===== src/rsc_pkg.sv =====
// Purpose: constants for the reset source control block
// Assumes: one 125 MHz clock, AXI4-Lite register access
// Notes: offsets and times are held here and nowhere else
package rsc_pkg;

  // ----------------------------------------------------------------
  // clock and timing
  // ----------------------------------------------------------------
  localparam int CLK_PERIOD_PS = 8000;
  localparam int LV_FILTER_NS = 1000;
  localparam int CODE_FAULT_DELAY_NS = 2000;
  localparam int LV_FILTER_CYC = (LV_FILTER_NS * 1000 + CLK_PERIOD_PS - 1) / CLK_PERIOD_PS;
  localparam int CODE_FAULT_CYC = (CODE_FAULT_DELAY_NS * 1000 + CLK_PERIOD_PS - 1) / CLK_PERIOD_PS;
  localparam int CNT_W = 16;

  // ----------------------------------------------------------------
  // register map (byte addresses)
  // ----------------------------------------------------------------
  localparam logic [7:0] OFF_BROWNOUT_LEVEL = 8'h00;
  localparam logic [7:0] OFF_RESET_CAUSE = 8'h04;
  localparam logic [7:0] OFF_WATCHDOG_CTRL = 8'h08;
  localparam logic [7:0] OFF_CORE_STATUS = 8'h0C;
  localparam logic [7:0] OFF_CORE_STATE = 8'h10;
  localparam logic [7:0] OFF_PORT_STATE = 8'h14;

  // ----------------------------------------------------------------
  // codes and reset values
  // ----------------------------------------------------------------
  localparam logic [7:0] LVL_ENABLE_21V = 8'h5A;
  localparam logic [7:0] LVL_DISABLE = 8'hA5;
  localparam logic [7:0] LVL_POR = 8'h5A;
  localparam logic [7:0] WDT_CTRL_POR = 8'h57;
  localparam logic [7:0] PCL_RESET = 8'h00;
  localparam logic [7:0] SP_RESET = 8'h00;
  localparam logic [5:0] PORT_ONES = 6'h3F;
  localparam logic [4:0] WDT_EN_CODE = 5'h0A;
  localparam logic [4:0] WDT_DIS_CODE = 5'h15;

  // reset-cause bit positions
  localparam int CAUSE_WDT_BIT = 0;
  localparam int CAUSE_CODE_BIT = 1;
  localparam int CAUSE_LV_BIT = 2;
  // status bit positions
  localparam int STAT_PDF_BIT = 0;
  localparam int STAT_TO_BIT = 1;

  localparam logic [1:0] RESP_OKAY = 2'h0;
  localparam logic [1:0] RESP_SLVERR = 2'h2;

  typedef enum logic [2:0] {
    ST_RUN = 3'b001,
    ST_FAULT_WAIT = 3'b010,
    ST_RESET = 3'b100
  } seq_state_e;

endpackage


===== src/rsc_delay_counter.sv =====
// Purpose: counts how long a condition has held
// Assumes: condition is synchronous to CLK
// Notes: done stays high while the condition holds past the limit
`timescale 1ns/1ps
module rsc_delay_counter
  import rsc_pkg::*;
#(
  parameter int LIMIT = 4
) (
  input wire logic CLK, // system clock
  input wire logic RST_N, // async reset, active low
  input wire logic cond, // condition being timed
  output logic done // condition held LIMIT cycles
);
  logic [CNT_W-1:0] count_reg;

  always_ff @(posedge CLK or negedge RST_N) begin
    if (!RST_N) begin
      count_reg <= '0;
    end else if (!cond) begin
      count_reg <= '0;
    end else if (count_reg != CNT_W'(LIMIT)) begin
      count_reg <= count_reg + CNT_W'(1);
    end
  end

  assign done = cond && (count_reg == CNT_W'(LIMIT));
endmodule


===== src/rsc_axil_slave.sv =====
// Purpose: AXI4-Lite slave front end, one write and one read at a time
// Assumes: 32-bit data, word aligned registers
// Notes: write strobe pulses one cycle once address and data are both held
`timescale 1ns/1ps
module rsc_axil_slave
  import rsc_pkg::*;
(
  input wire logic CLK, // system clock
  input wire logic RST_N, // async reset, active low
  input wire logic [7:0] awaddr, // write address
  input wire logic awvalid, // write address valid
  output logic awready, // write address ready
  input wire logic [31:0] wdata, // write data
  input wire logic [3:0] wstrb, // write strobes
  input wire logic wvalid, // write data valid
  output logic wready, // write data ready
  output logic [1:0] bresp, // write response
  output logic bvalid, // write response valid
  input wire logic bready, // write response ready
  input wire logic [7:0] araddr, // read address
  input wire logic arvalid, // read address valid
  output logic arready, // read address ready
  output logic [31:0] rdata, // read data
  output logic [1:0] rresp, // read response
  output logic rvalid, // read valid
  input wire logic rready, // read ready
  output logic wr_en, // one-cycle write strobe
  output logic [7:0] wr_addr, // held write address
  output logic [7:0] wr_data, // held write byte 0
  output logic rd_en, // one-cycle read strobe
  output logic [7:0] rd_addr, // read address
  input wire logic [7:0] rd_val, // register value for rd_addr
  input wire logic rd_hit, // rd_addr is mapped
  input wire logic wr_hit // wr_addr is mapped
);
  logic aw_held_reg;
  logic w_held_reg;
  logic [3:0] strb_reg;

  assign awready = !aw_held_reg && !bvalid;
  assign wready = !w_held_reg && !bvalid;
  assign wr_en = aw_held_reg && w_held_reg && !bvalid;
  assign arready = !rvalid;
  assign rd_en = arvalid && arready;
  assign rd_addr = araddr;

  always_ff @(posedge CLK or negedge RST_N) begin
    if (!RST_N) begin
      aw_held_reg <= 1'b0;
      w_held_reg <= 1'b0;
      wr_addr <= '0;
      wr_data <= '0;
      strb_reg <= '0;
      bvalid <= 1'b0;
      bresp <= RESP_OKAY;
    end else begin
      if (awvalid && awready) begin
        aw_held_reg <= 1'b1;
        wr_addr <= awaddr;
      end
      if (wvalid && wready) begin
        w_held_reg <= 1'b1;
        wr_data <= wdata[7:0];
        strb_reg <= wstrb;
      end
      if (wr_en) begin
        aw_held_reg <= 1'b0;
        w_held_reg <= 1'b0;
        bvalid <= 1'b1;
        bresp <= wr_hit ? RESP_OKAY : RESP_SLVERR;
      end else if (bvalid && bready) begin
        bvalid <= 1'b0;
      end
    end
  end

  always_ff @(posedge CLK or negedge RST_N) begin
    if (!RST_N) begin
      rvalid <= 1'b0;
      rdata <= '0;
      rresp <= RESP_OKAY;
    end else if (rd_en) begin
      rvalid <= 1'b1;
      rdata <= {24'h000000, rd_val};
      rresp <= rd_hit ? RESP_OKAY : RESP_SLVERR;
    end else if (rvalid && rready) begin
      rvalid <= 1'b0;
    end
  end
endmodule


===== src/reset_source_control.sv =====
// Purpose: reset source control: brown-out code guard, reset causes, core reset state
// Assumes: single clock; RST_N is the power-on reset; supply and watchdog events synchronous
// Notes: registers over AXI4-Lite; byte 0 of each word carries the register
// Notes on behaviour
// - code 5A enables low-voltage reset at 2.1V, code A5 disables it.
// - any other brown-out code resets the system after the code-fault delay.
// - a code-fault reset restores the brown-out code to 5A.
// - low supply resets only after persisting past the filter time.
// - a low-supply reset keeps the brown-out code unchanged.
// - low-supply reset sets cause bit 2; only software clears it.
// - undefined brown-out code sets cause bit 1; only software clears it.
// - cause bits 7 to 3 read as zero.
// - watchdog timeout in fast or slow mode sets the timeout flag.
// - sleep watchdog timeout clears only PC and SP, sets timeout flag.
// - power-on reset clears timeout and power-down flags.
// - low-voltage reset in run mode leaves both status flags unchanged.
// - sleep watchdog sets both flags; run watchdog sets timeout only.
// - power-on reset disables every interrupt.
// - power-on reset clears watchdog and time bases; watchdog restarts counting.
// - power-on reset switches off every timer module.
// - power-on and run watchdog reset load ones into port data and direction.
// - power-on reset points the stack pointer at the top of stack.
// - power-on and both watchdog resets load program counter low with zero.
// - power-on and run watchdog load watchdog control 57, brown-out 5A.
// - undefined watchdog enable code sets watchdog fault flag; software clears.
// - low-voltage reset is disabled in idle or sleep mode.
//
// Added by the designer: the placing of the registers and the AXI4-Lite interface to the registers.
`timescale 1ns/1ps
module reset_source_control
  import rsc_pkg::*;
(
  input wire logic CLK, // system clock 125 MHz
  input wire logic RST_N, // power-on reset, active low
  input wire logic [7:0] AWADDR, // axi write address
  input wire logic AWVALID, // axi write address valid
  output logic AWREADY, // axi write address ready
  input wire logic [31:0] WDATA, // axi write data
  input wire logic [3:0] WSTRB, // axi write strobes
  input wire logic WVALID, // axi write data valid
  output logic WREADY, // axi write data ready
  output logic [1:0] BRESP, // axi write response
  output logic BVALID, // axi write response valid
  input wire logic BREADY, // axi write response ready
  input wire logic [7:0] ARADDR, // axi read address
  input wire logic ARVALID, // axi read address valid
  output logic ARREADY, // axi read address ready
  output logic [31:0] RDATA, // axi read data
  output logic [1:0] RRESP, // axi read response
  output logic RVALID, // axi read valid
  input wire logic RREADY, // axi read ready
  input wire logic LOW_SUPPLY, // comparator: supply under threshold
  input wire logic WDT_TIMEOUT, // watchdog overflow pulse
  input wire logic SLEEP_MODE, // core in idle or sleep
  output logic LV_RESET_ENABLE, // low-voltage reset armed at 2.1V
  output logic SYS_RESET, // system reset; one cycle on code fault, held while lv_reset or a run watchdog timeout lasts
  output logic CORE_RESET, // full core reset, same as SYS_RESET
  output logic [7:0] PCL_VALUE, // program counter low
  output logic [7:0] SP_VALUE, // stack pointer
  output logic [5:0] PORT_DATA, // port data latches
  output logic [5:0] PORT_DIR, // port direction, 1 is input
  output logic IRQ_ENABLE, // global interrupt enable
  output logic TIMERS_ON, // timer modules run
  output logic WDT_CLEAR // clears watchdog counter and time bases
);
  logic wr_en;
  logic rd_en;
  logic rd_hit;
  logic wr_hit;
  logic [7:0] wr_addr;
  logic [7:0] wr_data;
  logic [7:0] rd_addr;
  logic [7:0] rd_val;
  logic [7:0] brownout_level_reg;
  logic [7:0] watchdog_control_reg;
  logic [2:0] reset_cause_reg;
  logic timeout_status_flag;
  logic power_down_flag;
  logic lv_done;
  logic fault_done;
  logic code_bad;
  logic wdt_bad;
  logic lv_reset;
  logic wdt_run;
  logic wdt_sleep;
  logic por_done_reg;
  seq_state_e state_reg;

  function automatic logic is_mapped(input logic [7:0] a);
    is_mapped = (a == OFF_BROWNOUT_LEVEL) || (a == OFF_RESET_CAUSE) ||
      (a == OFF_WATCHDOG_CTRL) || (a == OFF_CORE_STATUS) ||
      (a == OFF_CORE_STATE) || (a == OFF_PORT_STATE);
  endfunction

  // ----------------------------------------------------------------
  // bus front end
  // ----------------------------------------------------------------
  rsc_axil_slave u_bus (
    .CLK(CLK),
    .RST_N(RST_N),
    .awaddr(AWADDR),
    .awvalid(AWVALID),
    .awready(AWREADY),
    .wdata(WDATA),
    .wstrb(WSTRB),
    .wvalid(WVALID),
    .wready(WREADY),
    .bresp(BRESP),
    .bvalid(BVALID),
    .bready(BREADY),
    .araddr(ARADDR),
    .arvalid(ARVALID),
    .arready(ARREADY),
    .rdata(RDATA),
    .rresp(RRESP),
    .rvalid(RVALID),
    .rready(RREADY),
    .wr_en(wr_en),
    .wr_addr(wr_addr),
    .wr_data(wr_data),
    .rd_en(rd_en),
    .rd_addr(rd_addr),
    .rd_val(rd_val),
    .rd_hit(rd_hit),
    .wr_hit(wr_hit)
  );

  assign rd_hit = is_mapped(rd_addr);
  assign wr_hit = is_mapped(wr_addr);

  always_comb begin
    unique case (rd_addr)
      OFF_BROWNOUT_LEVEL: rd_val = brownout_level_reg;
      OFF_RESET_CAUSE: rd_val = {5'b00000, reset_cause_reg};
      OFF_WATCHDOG_CTRL: rd_val = watchdog_control_reg;
      OFF_CORE_STATUS: rd_val = {6'b000000, timeout_status_flag, power_down_flag};
      OFF_CORE_STATE: rd_val = SP_VALUE;
      OFF_PORT_STATE: rd_val = {2'b00, PORT_DIR};
      default: rd_val = 8'h00;
    endcase
  end

  // ----------------------------------------------------------------
  // reset sources
  // ----------------------------------------------------------------
  // low-voltage reset is armed only by the enable code and only outside sleep
  assign LV_RESET_ENABLE = (brownout_level_reg == LVL_ENABLE_21V) && !SLEEP_MODE;
  assign code_bad = (brownout_level_reg != LVL_ENABLE_21V) &&
    (brownout_level_reg != LVL_DISABLE);
  assign wdt_bad = (watchdog_control_reg[7:3] != WDT_EN_CODE) &&
    (watchdog_control_reg[7:3] != WDT_DIS_CODE);

  rsc_delay_counter #(.LIMIT(LV_FILTER_CYC + 1)) u_lv_filter (
    .CLK(CLK),
    .RST_N(RST_N),
    .cond(LOW_SUPPLY && LV_RESET_ENABLE),
    .done(lv_done)
  );

  rsc_delay_counter #(.LIMIT(CODE_FAULT_CYC)) u_fault_delay (
    .CLK(CLK),
    .RST_N(RST_N),
    .cond(code_bad || wdt_bad),
    .done(fault_done)
  );

  assign lv_reset = lv_done;
  assign wdt_run = WDT_TIMEOUT && !SLEEP_MODE;
  assign wdt_sleep = WDT_TIMEOUT && SLEEP_MODE;

  // ----------------------------------------------------------------
  // sequencer
  // ----------------------------------------------------------------
  always_ff @(posedge CLK or negedge RST_N) begin
    if (!RST_N) begin
      state_reg <= ST_RUN;
    end else begin
      unique case (state_reg)
        ST_RUN: state_reg <= (code_bad || wdt_bad) ? ST_FAULT_WAIT : ST_RUN;
        ST_FAULT_WAIT: begin
          if (fault_done) begin
            state_reg <= ST_RESET;
          end else if (!(code_bad || wdt_bad)) begin
            state_reg <= ST_RUN;
          end
        end
        ST_RESET: state_reg <= ST_RUN;
        default: state_reg <= ST_RUN;
      endcase
    end
  end

  assign SYS_RESET = lv_reset || wdt_run || (state_reg == ST_RESET);
  assign CORE_RESET = SYS_RESET;

  // ----------------------------------------------------------------
  // brown-out level and watchdog control registers
  // ----------------------------------------------------------------
  always_ff @(posedge CLK or negedge RST_N) begin
    if (!RST_N) begin
      brownout_level_reg <= LVL_POR;
    end else if (wdt_run || (state_reg == ST_RESET && code_bad)) begin
      brownout_level_reg <= LVL_POR;
    end else if (wr_en && wr_addr == OFF_BROWNOUT_LEVEL) begin
      brownout_level_reg <= wr_data; // lv_reset leaves it alone
    end
  end

  always_ff @(posedge CLK or negedge RST_N) begin
    if (!RST_N) begin
      watchdog_control_reg <= WDT_CTRL_POR;
    end else if (wdt_run || (state_reg == ST_RESET && wdt_bad)) begin
      watchdog_control_reg <= WDT_CTRL_POR;
    end else if (wr_en && wr_addr == OFF_WATCHDOG_CTRL) begin
      watchdog_control_reg <= wr_data;
    end
  end

  // ----------------------------------------------------------------
  // reset-cause flags: hardware set beats software clear
  // ----------------------------------------------------------------
  always_ff @(posedge CLK or negedge RST_N) begin
    if (!RST_N) begin
      reset_cause_reg <= 3'b000;
    end else begin
      for (int i = 0; i < 3; i++) begin
        if (wr_en && wr_addr == OFF_RESET_CAUSE && !wr_data[i]) begin
          reset_cause_reg[i] <= 1'b0;
        end
      end
      if (lv_reset) begin
        reset_cause_reg[CAUSE_LV_BIT] <= 1'b1;
      end
      if (code_bad) begin
        reset_cause_reg[CAUSE_CODE_BIT] <= 1'b1;
      end
      if (state_reg == ST_RESET && wdt_bad) begin
        reset_cause_reg[CAUSE_WDT_BIT] <= 1'b1;
      end
    end
  end

  // ----------------------------------------------------------------
  // status flags
  // ----------------------------------------------------------------
  always_ff @(posedge CLK or negedge RST_N) begin
    if (!RST_N) begin
      timeout_status_flag <= 1'b0;
      power_down_flag <= 1'b0;
    end else if (wdt_sleep) begin
      timeout_status_flag <= 1'b1;
      power_down_flag <= 1'b1;
    end else if (wdt_run) begin
      timeout_status_flag <= 1'b1;
    end
    // lv_reset touches neither flag
  end

  // ----------------------------------------------------------------
  // core state loaded by resets
  // ----------------------------------------------------------------
  always_ff @(posedge CLK or negedge RST_N) begin
    if (!RST_N) begin
      PCL_VALUE <= PCL_RESET;
      SP_VALUE <= SP_RESET;
    end else if (WDT_TIMEOUT || SYS_RESET) begin
      PCL_VALUE <= PCL_RESET;
      SP_VALUE <= SP_RESET;
    end else if (wr_en && wr_addr == OFF_CORE_STATE) begin
      // stand-in for the core moving on, so that a reset can be seen to act
      PCL_VALUE <= wr_data;
      SP_VALUE <= wr_data;
    end
  end

  always_ff @(posedge CLK or negedge RST_N) begin
    if (!RST_N) begin
      PORT_DATA <= PORT_ONES;
      PORT_DIR <= PORT_ONES;
    end else if (wdt_run) begin
      PORT_DATA <= PORT_ONES;
      PORT_DIR <= PORT_ONES;
    end else if (wr_en && wr_addr == OFF_PORT_STATE) begin
      PORT_DATA <= wr_data[5:0];
      PORT_DIR <= wr_data[5:0];
    end
  end

  // power-on one-shot: clear the watchdog once, then let it count
  always_ff @(posedge CLK or negedge RST_N) begin
    if (!RST_N) begin
      por_done_reg <= 1'b0;
      IRQ_ENABLE <= 1'b0;
      TIMERS_ON <= 1'b0;
    end else begin
      por_done_reg <= 1'b1;
      if (wr_en && wr_addr == OFF_CORE_STATUS) begin
        IRQ_ENABLE <= wr_data[2];
        TIMERS_ON <= wr_data[3];
      end
    end
  end

  assign WDT_CLEAR = !por_done_reg;

  // ----------------------------------------------------------------
  // checks
  // ----------------------------------------------------------------
  property p_lv_enable;
    @(posedge CLK) disable iff (!RST_N)
    (brownout_level_reg == LVL_DISABLE) |-> !LV_RESET_ENABLE;
  endproperty
  a_lv_enable: assert property (p_lv_enable) else $error("low-voltage reset armed");

  property p_code_fault;
    @(posedge CLK) disable iff (!RST_N)
    (state_reg == ST_RESET && code_bad) |=> (brownout_level_reg == LVL_POR);
  endproperty
  a_code_fault: assert property (p_code_fault) else $error("level not restored");

  property p_lv_short;
    @(posedge CLK) disable iff (!RST_N)
    $rose(LOW_SUPPLY) |-> !lv_reset [*3];
  endproperty
  a_lv_short: assert property (p_lv_short) else $error("unfiltered low-voltage reset");

  property p_lv_flag;
    @(posedge CLK) disable iff (!RST_N)
    lv_reset |=> reset_cause_reg[CAUSE_LV_BIT];
  endproperty
  a_lv_flag: assert property (p_lv_flag) else $error("low-voltage cause not set");

  property p_code_flag;
    @(posedge CLK) disable iff (!RST_N)
    code_bad |=> reset_cause_reg[CAUSE_CODE_BIT];
  endproperty
  a_code_flag: assert property (p_code_flag) else $error("code fault cause not set");

  property p_sleep_wdt;
    @(posedge CLK) disable iff (!RST_N)
    wdt_sleep |=> timeout_status_flag && power_down_flag && SP_VALUE == SP_RESET
      && PCL_VALUE == PCL_RESET && $stable(PORT_DIR) && $stable(PORT_DATA);
  endproperty
  a_sleep_wdt: assert property (p_sleep_wdt) else $error("sleep timeout wrong");

  property p_run_wdt;
    @(posedge CLK) disable iff (!RST_N)
    wdt_run |=> timeout_status_flag && $stable(power_down_flag) && PORT_DIR == PORT_ONES
      && PORT_DATA == PORT_ONES;
  endproperty
  a_run_wdt: assert property (p_run_wdt) else $error("run timeout wrong");

  property p_lv_flags;
    @(posedge CLK) disable iff (!RST_N)
    (lv_reset && !WDT_TIMEOUT) |=> $stable(timeout_status_flag) && $stable(power_down_flag);
  endproperty
  a_lv_flags: assert property (p_lv_flags) else $error("status changed by lv reset");

  property p_sleep_lv;
    @(posedge CLK) disable iff (!RST_N)
    SLEEP_MODE |-> !lv_reset;
  endproperty
  a_sleep_lv: assert property (p_sleep_lv) else $error("lv reset in sleep");
endmodule


===== config.mk =====
export PLATFORM = sky130hd
export DESIGN_NAME = reset_source_control
export DESIGN_NICKNAME = d
export VERILOG_FILES = /design/src/rsc_pkg.sv /design/src/rsc_delay_counter.sv /design/src/rsc_axil_slave.sv /design/src/reset_source_control.sv
export SDC_FILE = /design/constraint.sdc
export NUM_CORES = 1
export LEC_CHECK = 0
export ABC_AREA = 0
export BUFFER_PORTS_ARGS = -buffer_cell sky130_fd_sc_hd__buf_2
export CORE_ASPECT_RATIO = 1.4
export CORE_MARGIN = 10
export CORE_UTILIZATION = 55
export CTS_BUF_LIST = sky130_fd_sc_hd__clkbuf_8
export CTS_CLUSTER_SIZE = 12
export DETAILED_ROUTE_END_ITERATION = 16
export GPL_ROUTABILITY_DRIVEN = 0
export HOLD_SLACK_MARGIN = 0.15
export PLACE_DENSITY = 0.82
export REMOVE_ABC_BUFFERS = 1
export SETUP_SLACK_MARGIN = 0.1
export SLEW_MARGIN = 10
export SYNTH_ARGS = -nofsm -noshare
export SYNTH_HDL_FRONTEND = slang
export SYNTH_SLANG_ARGS = --single-unit

===== constraint.sdc =====
create_clock -name CLK -period 3 [get_ports CLK]
set_input_delay 0.15 -clock CLK [delete_from_list [all_inputs] [get_ports CLK]]
set_output_delay 0.15 -clock CLK [all_outputs]
set_load 0.02 [all_outputs]

### After elaboration in Yosys (flattened, before gate mapping)

Index checks and enable logic that the tools add are counted.

* reductions and logical operators: 67
* add/sub/neg operators: 2
* equality and inequality tests: 25
* shifts and indexed selects: 0
* bitwise operators: 0
* div/mod/pow operators: 0
* multipliers: 0
* $lt $le $gt $ge: 0
* multiplexer cells: 35

Operators with widths (count)
* $mux 16: 4
* $mux 8: 6
* $pmux 8 s6: 1
* $add 16x1->16 const B: 2
* $eq 8x4->1 const B: 4
* $eq 8x5->1 const B: 4
* $logic_and 1x1->1: 28
* $reduce_bool 2->1: 12
* $eq 16x7->1 const B: 1
* $eq 16x8->1 const B: 1
* $eq 8x3->1 const B: 2
* $logic_not 8->1: 2
* $logic_or 1x1->1: 16
* $mux 1: 16
* $ne 16x7->1 const B: 1
* $ne 16x8->1 const B: 1
* $mux 6: 2
* $logic_not 1->1: 9
* $eq 8x7->1 const B: 1
* $ne 8x7->1 const B: 1
* $ne 8x8->1 const B: 1
* $mux 2: 3
* $mux 3: 2
* $pmux 3 s2: 1
* other kinds (7): 8

* input bits: 62
* RAM bits: 0
* memories: 0
* output and inout port bits: 75
* register bits: 105
* logic and storage cells: 153
* bits in latches: 0
* ROM bits: 0

### Longest topological paths before layout

Gate-level depths: netlist of run 1.

* depth after elaboration: 8
* mapped depth: 7
* mapped depth without buffers: 6

### Modules after synthesis

From an unflattened synthesis of run 1, not the netlist that was laid out.

* cells, all modules: 505
* area total of the unflattened synthesis: 5505.3 µm²

By module, submodules not included
* reset_source_control: times used 1, area an instance 2332.2 µm², cells an instance 217, seq. area each 1046.0 µm²
* rsc_axil_slave: times used 1, area an instance 1436.4 µm², cells an instance 110, seq. area each 750.7 µm²
* rsc_delay_counter (u_lv_filter): times used 1, area an instance 893.4 µm², cells an instance 94, seq. area each 400.4 µm²
* rsc_delay_counter (u_fault_delay): times used 1, area an instance 843.3 µm², cells an instance 84, seq. area each 400.4 µm²

### Least setup slack after synthesis of run 1

No wires, ideal clock.

* path kind: flip-flop to output port
* start point: register brownout_level_reg[1]
* end point: output SYS_RESET
* cell stages (with the launch flop): 6
* required time: 2850 ps
* arrival: 1767 ps
* setup slack: 1083 ps
* path buffers: 1
* cell sequence: dfstp_2 nor4b_4 nand4b_2 or2_2 nand3_1 buf_4

* word-level cells in the longest chain between the ends: 6

Ends and longest elaborated chain
* start: declaration: line reset_source_control.sv:74 `logic [7:0] brownout_level_reg;`
* start signal: assignment: line reset_source_control.sv:205 `brownout_level_reg <= wr_data;`
* $eq 8x7->1: line reset_source_control.sv:147 `assign LV_RESET_ENABLE = (brownout_level_reg == LVL_ENABLE_21V) && !SLEEP_MODE;`
* $logic_and 1x1->1: line reset_source_control.sv:147
* $logic_and 1x1->1: line reset_source_control.sv:156 `.cond(LOW_SUPPLY && LV_RESET_ENABLE),`
* $logic_and 1x1->1: line rsc_delay_counter.sv:27 `assign done = cond && (count_reg == CNT_W'(LIMIT));`
* $logic_or 1x1->1 (2 in a row): line reset_source_control.sv:193 `assign SYS_RESET = lv_reset || wdt_run || (state_reg == ST_RESET);`
* end: declaration: line reset_source_control.sv:56 `output logic SYS_RESET,`

Every way passes these cells.

### Worst setup path in the final report of run 1

* start point: register u_lv_filter.count_reg[0]
* end point: output CORE_RESET

* word-level cells in the longest chain between the ends: 4

Ends and longest elaborated chain
* start: declaration: line rsc_delay_counter.sv:15 `logic [CNT_W-1:0] count_reg;`
* start signal: assignment: line rsc_delay_counter.sv:23 `count_reg <= count_reg + CNT_W'(1);`
* $eq 16x7->1: line rsc_delay_counter.sv:27
* $logic_and 1x1->1: line rsc_delay_counter.sv:27
* $logic_or 1x1->1 (2 in a row): line reset_source_control.sv:193
* end: declaration: line reset_source_control.sv:57 `output logic CORE_RESET,`

Every way passes these cells.

==> results of run 1 <==
per-stage QoR:
stage          instance area, um2  cells  setup slack [ps]
2_1_floorplan                5050    488              1010
3_3_place_gp                 5660    705              1040
3_5_place_dp                 5660    705               989
4_1_cts                      6120    745               493
5_1_grt                      6120    745               306
6_report                     6120    745               509
worst max-delay path: stages (launching register included):
cell and delay [ps]:
dfrtp_1 400, inv_1 100, ha_1 150, nor4b_1 420, nand4_1 230, or2_2 340
nand3_1 140, buf_2 190
cells by family after synthesis:
kind of cell / share of synthesized area
adders and majority gates: 0.00931
AOI/OAI and AO/OA: 0.0761
DFF: 0.483
other: 0.00140
and+or+nand+nor: 0.216
muxes: 0.103
xor gates and xnor gates: 0.0277
buffers and inverters: 0.0831
report_power, final:
group | switching [mW] | internal, mW | total [mW]
Sequential | 0.270 | 1.58 | 1.85
Combinational | 0.433 | 0.307 | 0.740
Clock | 0.459 | 0.509 | 0.968
layer usage:
layer	global-route usage	vias up	wire length, um
li1	-	1954	-
met1	0.195	2047	4840
met2	0.337	145	6950
met3	0.0574	19	885
met4	0.0700	0	228
met5	0	-	0
worst paths after layout:
| path | endpoint | slack (ps) | cells past startpoint |
|---|---|---|---|
| min in group asynchronous | u_bus.rdata[1] | 520 | 2 |
| setup reg to reg | brownout_level_reg[0] | 950 | 4 |
| max in group asynchronous | PORT_DIR[0] | 1660 | 3 |
| hold / removal | u_bus.rresp[1] | 190 | 4 |
| setup / recovery | CORE_RESET | 510 | 7 |
| hold reg to reg | u_bus.rdata[5] | 470 | 2 |
placed cells by master (no fill, tap or decap), types with 5 or more instances in the layout:
master	Yosys	layout
dfrtp_1	87	87
buf_2	3	81
nor2_1	43	43
nand2_1	42	42
mux2i_1	35	35
nand3_1	29	29
o21ai_0	28	28
conb_1	2	27
dlygate4sd3_1	0	24
a21oi_1	20	20
dfstp_2	16	16
mux2_2	16	16
xor2_1	13	13
nand4_1	12	12
inv_1	9	11
clkbuf_8	0	11
or3_1	10	10
nand2b_1	9	9
and4_1	7	7
and2_1	6	6
a22oi_1	5	5
and3_1	5	5
nor2b_1	5	5
cell type report:
cell class / count / area [um2] / share of cell area
Inverter: 9 / 33.8 / 0.00552
Sequential cell: 103 / 2600 / 0.424
Tap cell: 132 / 165 / 0.0270
Multi-Input combinational cell: 376 / 2420 / 0.396
Timing Repair Buffer: 109 / 676 / 0.110
Clock buffer: 11 / 151 / 0.0247
Clock inverter: 5 / 72.6 / 0.0119
==> results_dict.tcl, run 1 <==
set metrics [dict create \
    status "finished clean" \
    clkLatencyLatePin_ps 380 \
    hold_viol 0 \
    area_growth_pct 13.9 \
    power_mw 3.56 \
    synth_warnings 0 \
    post-dp-hpwl_mm 9.24 \
    drv_cap 0 \
    cts_tree "done" \
    yosys.area.top_type "dfrtp_1" \
    synthTopCellsByCount "87 x dfrtp_1, 45 x buf_4, 43 x nor2_1" \
    diodes 0 \
    drtIter0Drc 238 \
    finalSetupViolations 0 \
    start_util 0.565 \
    startpoint "u_lv_filter.count_reg[0]" \
    dr.pass1.iters 4 \
    hold_class "input port to flop" \
    finClkSkew_ps 19.7 \
    dieWidth_um 104 \
    dieHeight_um 137 \
    crit_path_end_kind "output pin" \
    yosysTopAreaCellShare 0.405 \
    hp-start "ARADDR[6]" \
    tightest_slew_ps 1110 \
    synth_edf_count 0 \
    clkSlewWorstSetupHoldPaths_ps 100 \
    p_leak_nw 2.70 \
    final_util 0.643 \
    r2r_start "u_bus.bvalid" \
    relSlewSlack 0.259 \
    core_area_um2 9510 \
    drive_gt1_frac 0.241 \
    viasPerCell 5.59 \
    holdWs_ps 190 \
    grt_pass1_wl_mm 21.4 \
    wl_per_cell_um 17.3 \
    grt_start_max_net_pins 91 \
    grt.overflow.total 0 \
    start_kind "flop" \
    yosys-top-cells-area "dfrtp_1 41%, dfstp_2 7.8%, mux2i_1 6.5%" \
    grt_usage 0.184 \
    synth_cell_types 56 \
    rows 42 \
    critical_path_class "flop to output pin" \
    cts_root_buffer "clkbuf_8" \
    drv_slew 0 \
    syn_area_um2 5370 \
    postCtsHoldBufs 24 \
    pin_count 137 \
    dieArea_um2 14200 \
    vdd_ir_drop_max_mv 0.274 \
    synthArstFlopShare 1.00 \
    power_density_nw_per_um2 582 \
    routed_wl_mm 12.9 \
    max_clock_freq_ghz 0.401 \
    cts_buffers 9 \
    syn_inst 523 \
    grt_setup_unrepaired "false" \
    drtAntennaViolNets 0 \
    io_buffer_count 82 \
    final.period_utilization 0.830 \
    nets 674 \
    clockBufferDepth 2 \
    setup_tns_ps 0 \
    h-tree-depth 3 \
    grt_pass1_vias 4352 \
    nFillCells 749 \
    cts_sinks 103 \
    yosys_register_bits 103 \
    synth.most_common_cell "dfrtp_1" \
    cp.arrival_ps 2340 \
    route.vias.total 4165 \
    cp_data_required_time_ps 2850 \
    syn_avg_cell_area_um2 10.3 \
    antenna_found_initial 0 \
    drc 0 \
    post_cts_buffers 0 \
    ys_seq_area_frac 0.483 \
    period_needed_ps 2490 \
    ctsResizeCount 0 \
    crit_fanout 3 \
    synthFlopType "dfrtp_1" \
]
Note: power is estimated with default switching activity, not from simulation.
==> run 2, diff against run 1 <==
--- a/config.mk
+++ b/config.mk
@@ -9,13 +9,13 @@
 export BUFFER_PORTS_ARGS = -buffer_cell sky130_fd_sc_hd__buf_2
 export CORE_ASPECT_RATIO = 1.4
 export CORE_MARGIN = 10
-export CORE_UTILIZATION = 55
+export CORE_UTILIZATION = 50
 export CTS_BUF_LIST = sky130_fd_sc_hd__clkbuf_8
 export CTS_CLUSTER_SIZE = 12
 export DETAILED_ROUTE_END_ITERATION = 16
 export GPL_ROUTABILITY_DRIVEN = 0
 export HOLD_SLACK_MARGIN = 0.15
-export PLACE_DENSITY = 0.82
+export PLACE_DENSITY = 0.79
 export REMOVE_ABC_BUFFERS = 1
 export SETUP_SLACK_MARGIN = 0.1
 export SLEW_MARGIN = 10
==> constraint.sdc (replaced) <==
create_clock -name CLK -period 2.19 [get_ports CLK]
set_input_delay 0.1095 -clock CLK [delete_from_list [all_inputs] [get_ports CLK]]
set_output_delay 0.1095 -clock CLK [all_outputs]
set_load 0.02 [all_outputs]
==> results_dict.tcl, run 2 (synthesis results as in run 1) <==
set metrics [dict create \
    clkSlewWorstSetupHoldPaths_ps 100 \
    dieHeight_um 143 \
    grt.overflow.total 0 \
    tightest_slew_ps 612 \
    pin_count 137 \
    clkPwrFrac 0.231 \
    relSlewSlack 0.588 \
    dr.pass1.iters 4 \
    cts_tree "done" \
    final_cell_mix "87 x dfrtp_1, 79 x buf_2, 43 x nor2_1, 42 x nand2_1, 35 x mux2i_1" \
    drv_slew 0 \
    internal-power_mw 3.05 \
    hp-start "ARADDR[6]" \
    final_common_cell "dfrtp_1" \
    start_util 0.514 \
    crit_fanout 4 \
    seq_area_um2 2600 \
    setup_tns_ps 0 \
    dr_wl_met2_mm 6.75 \
    final_cells 762 \
    final.period_utilization 0.913 \
    core_area_um2 10500 \
    cts_root_buffer "clkbuf_8" \
    nets 684 \
    antenna_found_initial 1 \
    routed.top_layer "met4" \
    cp_data_required_time_ps 2080 \
    wl_met1_mm 4.93 \
    rows 44 \
    hold_viol 0 \
    finClkSkew_ps 13.9 \
    grt_usage 0.166 \
    grt_pass1_wl_mm 20.9 \
    clkLatencyLatePin_ps 370 \
    start_kind "flop" \
    dp_cells 717 \
    cts_buffers 9 \
    grt_setup_unrepaired "false" \
    clockBufferDepth 2 \
    holdWs_ps 175 \
    io_buffer_count 82 \
    routed_wl_mm 12.9 \
    area_growth_pct 15.6 \
    vdd_ir_drop_max_mv 0.408 \
    drtAntennaViolNets 0 \
    status "finished clean" \
    drc 0 \
    r2r_start "u_bus.bvalid" \
    dieArea_um2 15400 \
    wl_per_cell_um 16.9 \
    finalSetupViolations 0 \
    route.met3.wl_um 862 \
    hold_class "input port to flop" \
    power_mw 4.64 \
    p_switching_mw 1.59 \
    multiInputGateArea_um2 2460 \
    period_needed_ps 2000 \
    nFillCells 872 \
    cts_sinks 103 \
    cp.arrival_ps 1890 \
    grt_start_max_net_pins 43 \
    dieWidth_um 108 \
    sw_frac_of_total 0.343 \
    grt_pass1_vias 4268 \
    drtIter0Drc 216 \
    pwr-share-comb 0.221 \
    drv_cap 0 \
    viasPerCell 5.50 \
    critical_path_class "flop to output pin" \
    p_seq_frac 0.548 \
    startpoint "brownout_level_reg[1]" \
    max_clock_freq_ghz 0.500 \
    post-dp-hpwl_mm 9.37 \
    crit_path_end_kind "output pin" \
    drive_gt1_frac 0.262 \
    p_leak_nw 2.74 \
    power_density_nw_per_um2 747 \
    h-tree-depth 3 \
    route.vias.total 4190 \
]
## run 2: cell count changes in the layout (fill, tap and decap cells not counted), moves of 2 or more
cell / before / now
bufinv_16: 2 / 0
clkinv_2: 1 / 3
buf_2: 81 / 79
buf_4: 4 / 14
inv_1: 11 / 9
## run 2: worst paths after layout
kind,end,slack (ps),cells after the start
max,SYS_RESET,190,5
min,u_bus.rresp[1],180,4
max reg2reg,IRQ_ENABLE,320,4
min reg2reg,u_bus.rdata[4],480,2
max in group asynchronous,PORT_DIR[4],1200,3
min in group asynchronous,u_bus.rdata[3],240,2
## run 2: layer usage
layer,global-route usage,vias up
met1,0.186,2068
li1,-,1975
met4,0.0719,0
met5,0,-
met2,0.288,125
met3,0.0423,22
## run 2: power by group through the flow
stage                     combinational (mW)  clock (mW)  sequential [mW]
final                                   1.03        1.07             2.55
after global placement                 0.933           0             2.53
after CTS                               1.02        1.11             2.51
after global routing                    1.13        1.18             2.57
after detailed placement               0.971           0             2.55
after floorplan                        0.619           0             2.47
## run 2: layout make-up
class / count / area share
Antenna cell: 1 / 0.000403
Clock buffer: 10 / 0.0222
Clock inverter: 6 / 0.00564
Inverter: 9 / 0.00544
Multi-Input combinational cell: 376 / 0.396
Sequential cell: 103 / 0.418
Tap cell: 138 / 0.0278
Timing Repair Buffer: 119 / 0.124
## run 2: per-stage QoR
stage | worst slack, ps | instance area, um2 | utilization
2_1_floorplan | 236 | 5050 | -
3_3_place_gp | 315 | 5720 | 0.547
3_5_place_dp | 279 | 5720 | 0.547
4_1_cts | 103 | 6190 | 0.592
5_1_grt | 106 | 6210 | 0.594
6_report | 191 | 6210 | 0.594
## run 2: timing repair
item,CTS,global route
gates resized for setup,6,4
gates cloned,0,0
buffers inserted,2,1
hold buffers,25,0
hold endpoints to repair,95,0
endpoints found under the setup margin,2,2
pin swaps,1,1
## run 2: critical path, stage by stage, from the launching register on
cell and delay (ps):
dfstp_2 580, nor4b_4 260, nand4b_2 150, or2_4 270, nand3_2 100, buf_4 150
==> run 3, diff against run 2 <==
--- a/config.mk
+++ b/config.mk
@@ -5,7 +5,7 @@
 export SDC_FILE = /design/constraint.sdc
 export NUM_CORES = 1
 export LEC_CHECK = 0
-export ABC_AREA = 0
+export ABC_AREA = 1
 export BUFFER_PORTS_ARGS = -buffer_cell sky130_fd_sc_hd__buf_2
 export CORE_ASPECT_RATIO = 1.4
 export CORE_MARGIN = 10
@@ -15,7 +15,7 @@
 export DETAILED_ROUTE_END_ITERATION = 16
 export GPL_ROUTABILITY_DRIVEN = 0
 export HOLD_SLACK_MARGIN = 0.15
-export PLACE_DENSITY = 0.79
+export PLACE_DENSITY = 0.88
 export REMOVE_ABC_BUFFERS = 1
 export SETUP_SLACK_MARGIN = 0.1
 export SLEW_MARGIN = 10
==> results_dict.tcl, run 3 <==
set metrics [dict create \
    h-tree-depth 3 \
    syn_area_um2 5310 \
    p_leak_nw 3.09 \
    area_growth_pct 15.5 \
    cts_sinks 103 \
    status "finished clean" \
    grt.overflow.total 0 \
    cp_slowest_stage_delay_ps 410 \
    clkSlewWorstSetupHoldPaths_ps 100 \
    synth_warnings 0 \
    drtIter0Drc 320 \
    finalSetupViolations 0 \
    power_density_nw_per_um2 785 \
    final_common_cell "nand2_1" \
    synth-compound-area-share 0.120 \
    synth.most_common_cell "nand2_1" \
    synthTopCellsByCount "120 x nand2_1, 87 x dfrtp_1, 75 x inv_1" \
    clockBufferDepth 2 \
    drc 0 \
    drive_gt1_frac 0.205 \
    placed_cell_area_um2 5700 \
    final_cell_mix "118 x nand2_1, 87 x dfrtp_1, 81 x buf_2, 76 x inv_1, 61 x nor2_1" \
    synthMuxAreaShare 0.0233 \
    multiInputGateArea_um2 2190 \
    drv_slew 0 \
    routed_wl_mm 13.0 \
    pin_count 137 \
    route.vias.total 4559 \
    yosys.area.top_type "dfrtp_1" \
    cts_buffers 9 \
    reg2reg_slack_ps 390 \
    dieWidth_um 107 \
    synth_simple_gate_area_share 0.230 \
    synth_top_family_by_area "simple AND/OR/NAND/NOR gates" \
    crit_path_end_kind "output pin" \
    slowest_stage "dfrtp_1" \
    path_cells "inv_1 -> ha_1 -> nand2_1 -> nor2_2 -> nand2_1 -> nor2_2 -> nand2_2 -> nand2_2 -> buf_2" \
    clkLatencyLatePin_ps 380 \
    yosys_register_bits 103 \
    viasPerCell 5.20 \
    tightest_slew_ps 695 \
    cp.arrival_ps 1800 \
    start_util 0.511 \
    synthAdderAreaFrac 0.00942 \
    synth_cell_types 42 \
    syn_avg_cell_area_um2 8.35 \
    post-dp-hpwl_mm 9.80 \
    pre_cts_slack_ps 401 \
    dieArea_um2 15200 \
    synthArstFlopShare 1.00 \
    fin_ws_ps 280 \
    syn_inst 636 \
    rows 44 \
    diodes 0 \
    nFillCells 902 \
    hold_viol 0 \
    antenna_found_initial 0 \
    synth_edf_count 0 \
    core_area_um2 10400 \
    grt_pass1_wl_mm 21.7 \
    relSlewSlack 0.537 \
    finClkSkew_ps 9.05 \
    drv_cap 0 \
    start_kind "flop" \
    dp_cells 838 \
    nets 799 \
    yosys-top-cells-area "dfrtp_1 41%, nand2_1 8.5%, dfstp_2 7.9%" \
    io_buffer_count 82 \
    max_clock_freq_ghz 0.524 \
    dieHeight_um 142 \
    dr.pass1.iters 6 \
    grt_setup_unrepaired "false" \
    setup_tns_ps 0 \
    final_cells 876 \
    vdd_ir_drop_max_mv 0.616 \
    post_cts_buffers 0 \
    cts_tree "done" \
    cts_root_buffer "clkbuf_8" \
    grt_start_max_net_pins 55 \
    cp_data_required_time_ps 2080 \
    yosysTopAreaCellShare 0.410 \
    crit_fanout 4 \
    hold_class "input port to flop" \
    grt_usage 0.176 \
    wl_per_cell_um 14.9 \
    seq_area_um2 2600 \
    synthFlopType "dfrtp_1" \
    final.period_utilization 0.872 \
    power_mw 4.82 \
    grt_pass1_vias 4524 \
    critical_path_class "flop to output pin" \
    ys_seq_area_frac 0.489 \
    synthXorXnorAreaFrac 0.00824 \
    period_needed_ps 1910 \
    stdcell_area_um2 6140 \
    drtAntennaViolNets 0 \
]
[run 3: final cells by class]
cell class | instances | share of cell area
clock buffers | 10 | 0.0224
clock inverters | 6 | 0.0112
inverters | 78 | 0.0479
multi-input cells | 433 | 0.357
flip-flops and latches | 103 | 0.423
well taps | 138 | 0.0281
repair buffers | 108 | 0.110
[run 3: worst paths after layout]
path | start | end | cells past startpoint
min in group asynchronous | RST_N | TIMERS_ON | 2
max in group asynchronous | RST_N | PORT_DIR[3] | 3
hold / removal | ARADDR[6] | u_bus.rresp[1] | 5
hold reg to reg | u_bus.rdata[7] | u_bus.rdata[7] | 2
setup reg to reg | brownout_level_reg[3] | u_fault_delay.count_reg[11] | 7
setup / recovery | u_lv_filter.count_reg[0] | CORE_RESET | 9
[run 3: report_power, final]
group / switching, mW / internal, mW
sequential: 0.283 / 2.19
combinational: 0.723 / 0.380
clock: 0.677 / 0.568
[run 3: logic make-up after synthesis]
| logic type | after synthesis |
|---|---|
| mux | 11 |
| simple gates | 273 |
| fa+ha+maj | 4 |
| xor+xnor | 5 |
| compound gates | 113 |
| other cells | 2 |
| flops | 103 |
| buf+inv | 125 |
[run 3: routing by layer]
layer	routed length (um)	share of wire	up-vias	global-route usage
met2	6620	0.51	161	0.305
met1	5060	0.39	2147	0.197
met3	1100	0.085	24	0.0535
li1	-	-	2227	-
met4	259	0.020	0	0.0643
met5	0	0	-	0
[run 3: critical path: cells and delay by family (launching register included)]
kind,cells,cell delay (ps)
adders and majority gates,1,160
buffers and inverters,2,270
DFF,1,410
and+or+nand+nor,6,570
[run 3: what timing repair did]
action | CTS | global route
endpoints found under the setup margin | 2 | 2
pin swaps | 0 | 1
hold buffers | 22 | 0
gates resized for setup | 2 | 3
hold endpoints to repair | 73 | 0
[run 3: per-stage QoR]
step,hold WS (ps),util
floorplan,-186,-
global placement,198,0.547
detailed placement,199,0.547
CTS,153,0.589
global route,193,0.590
finish,156,0.590
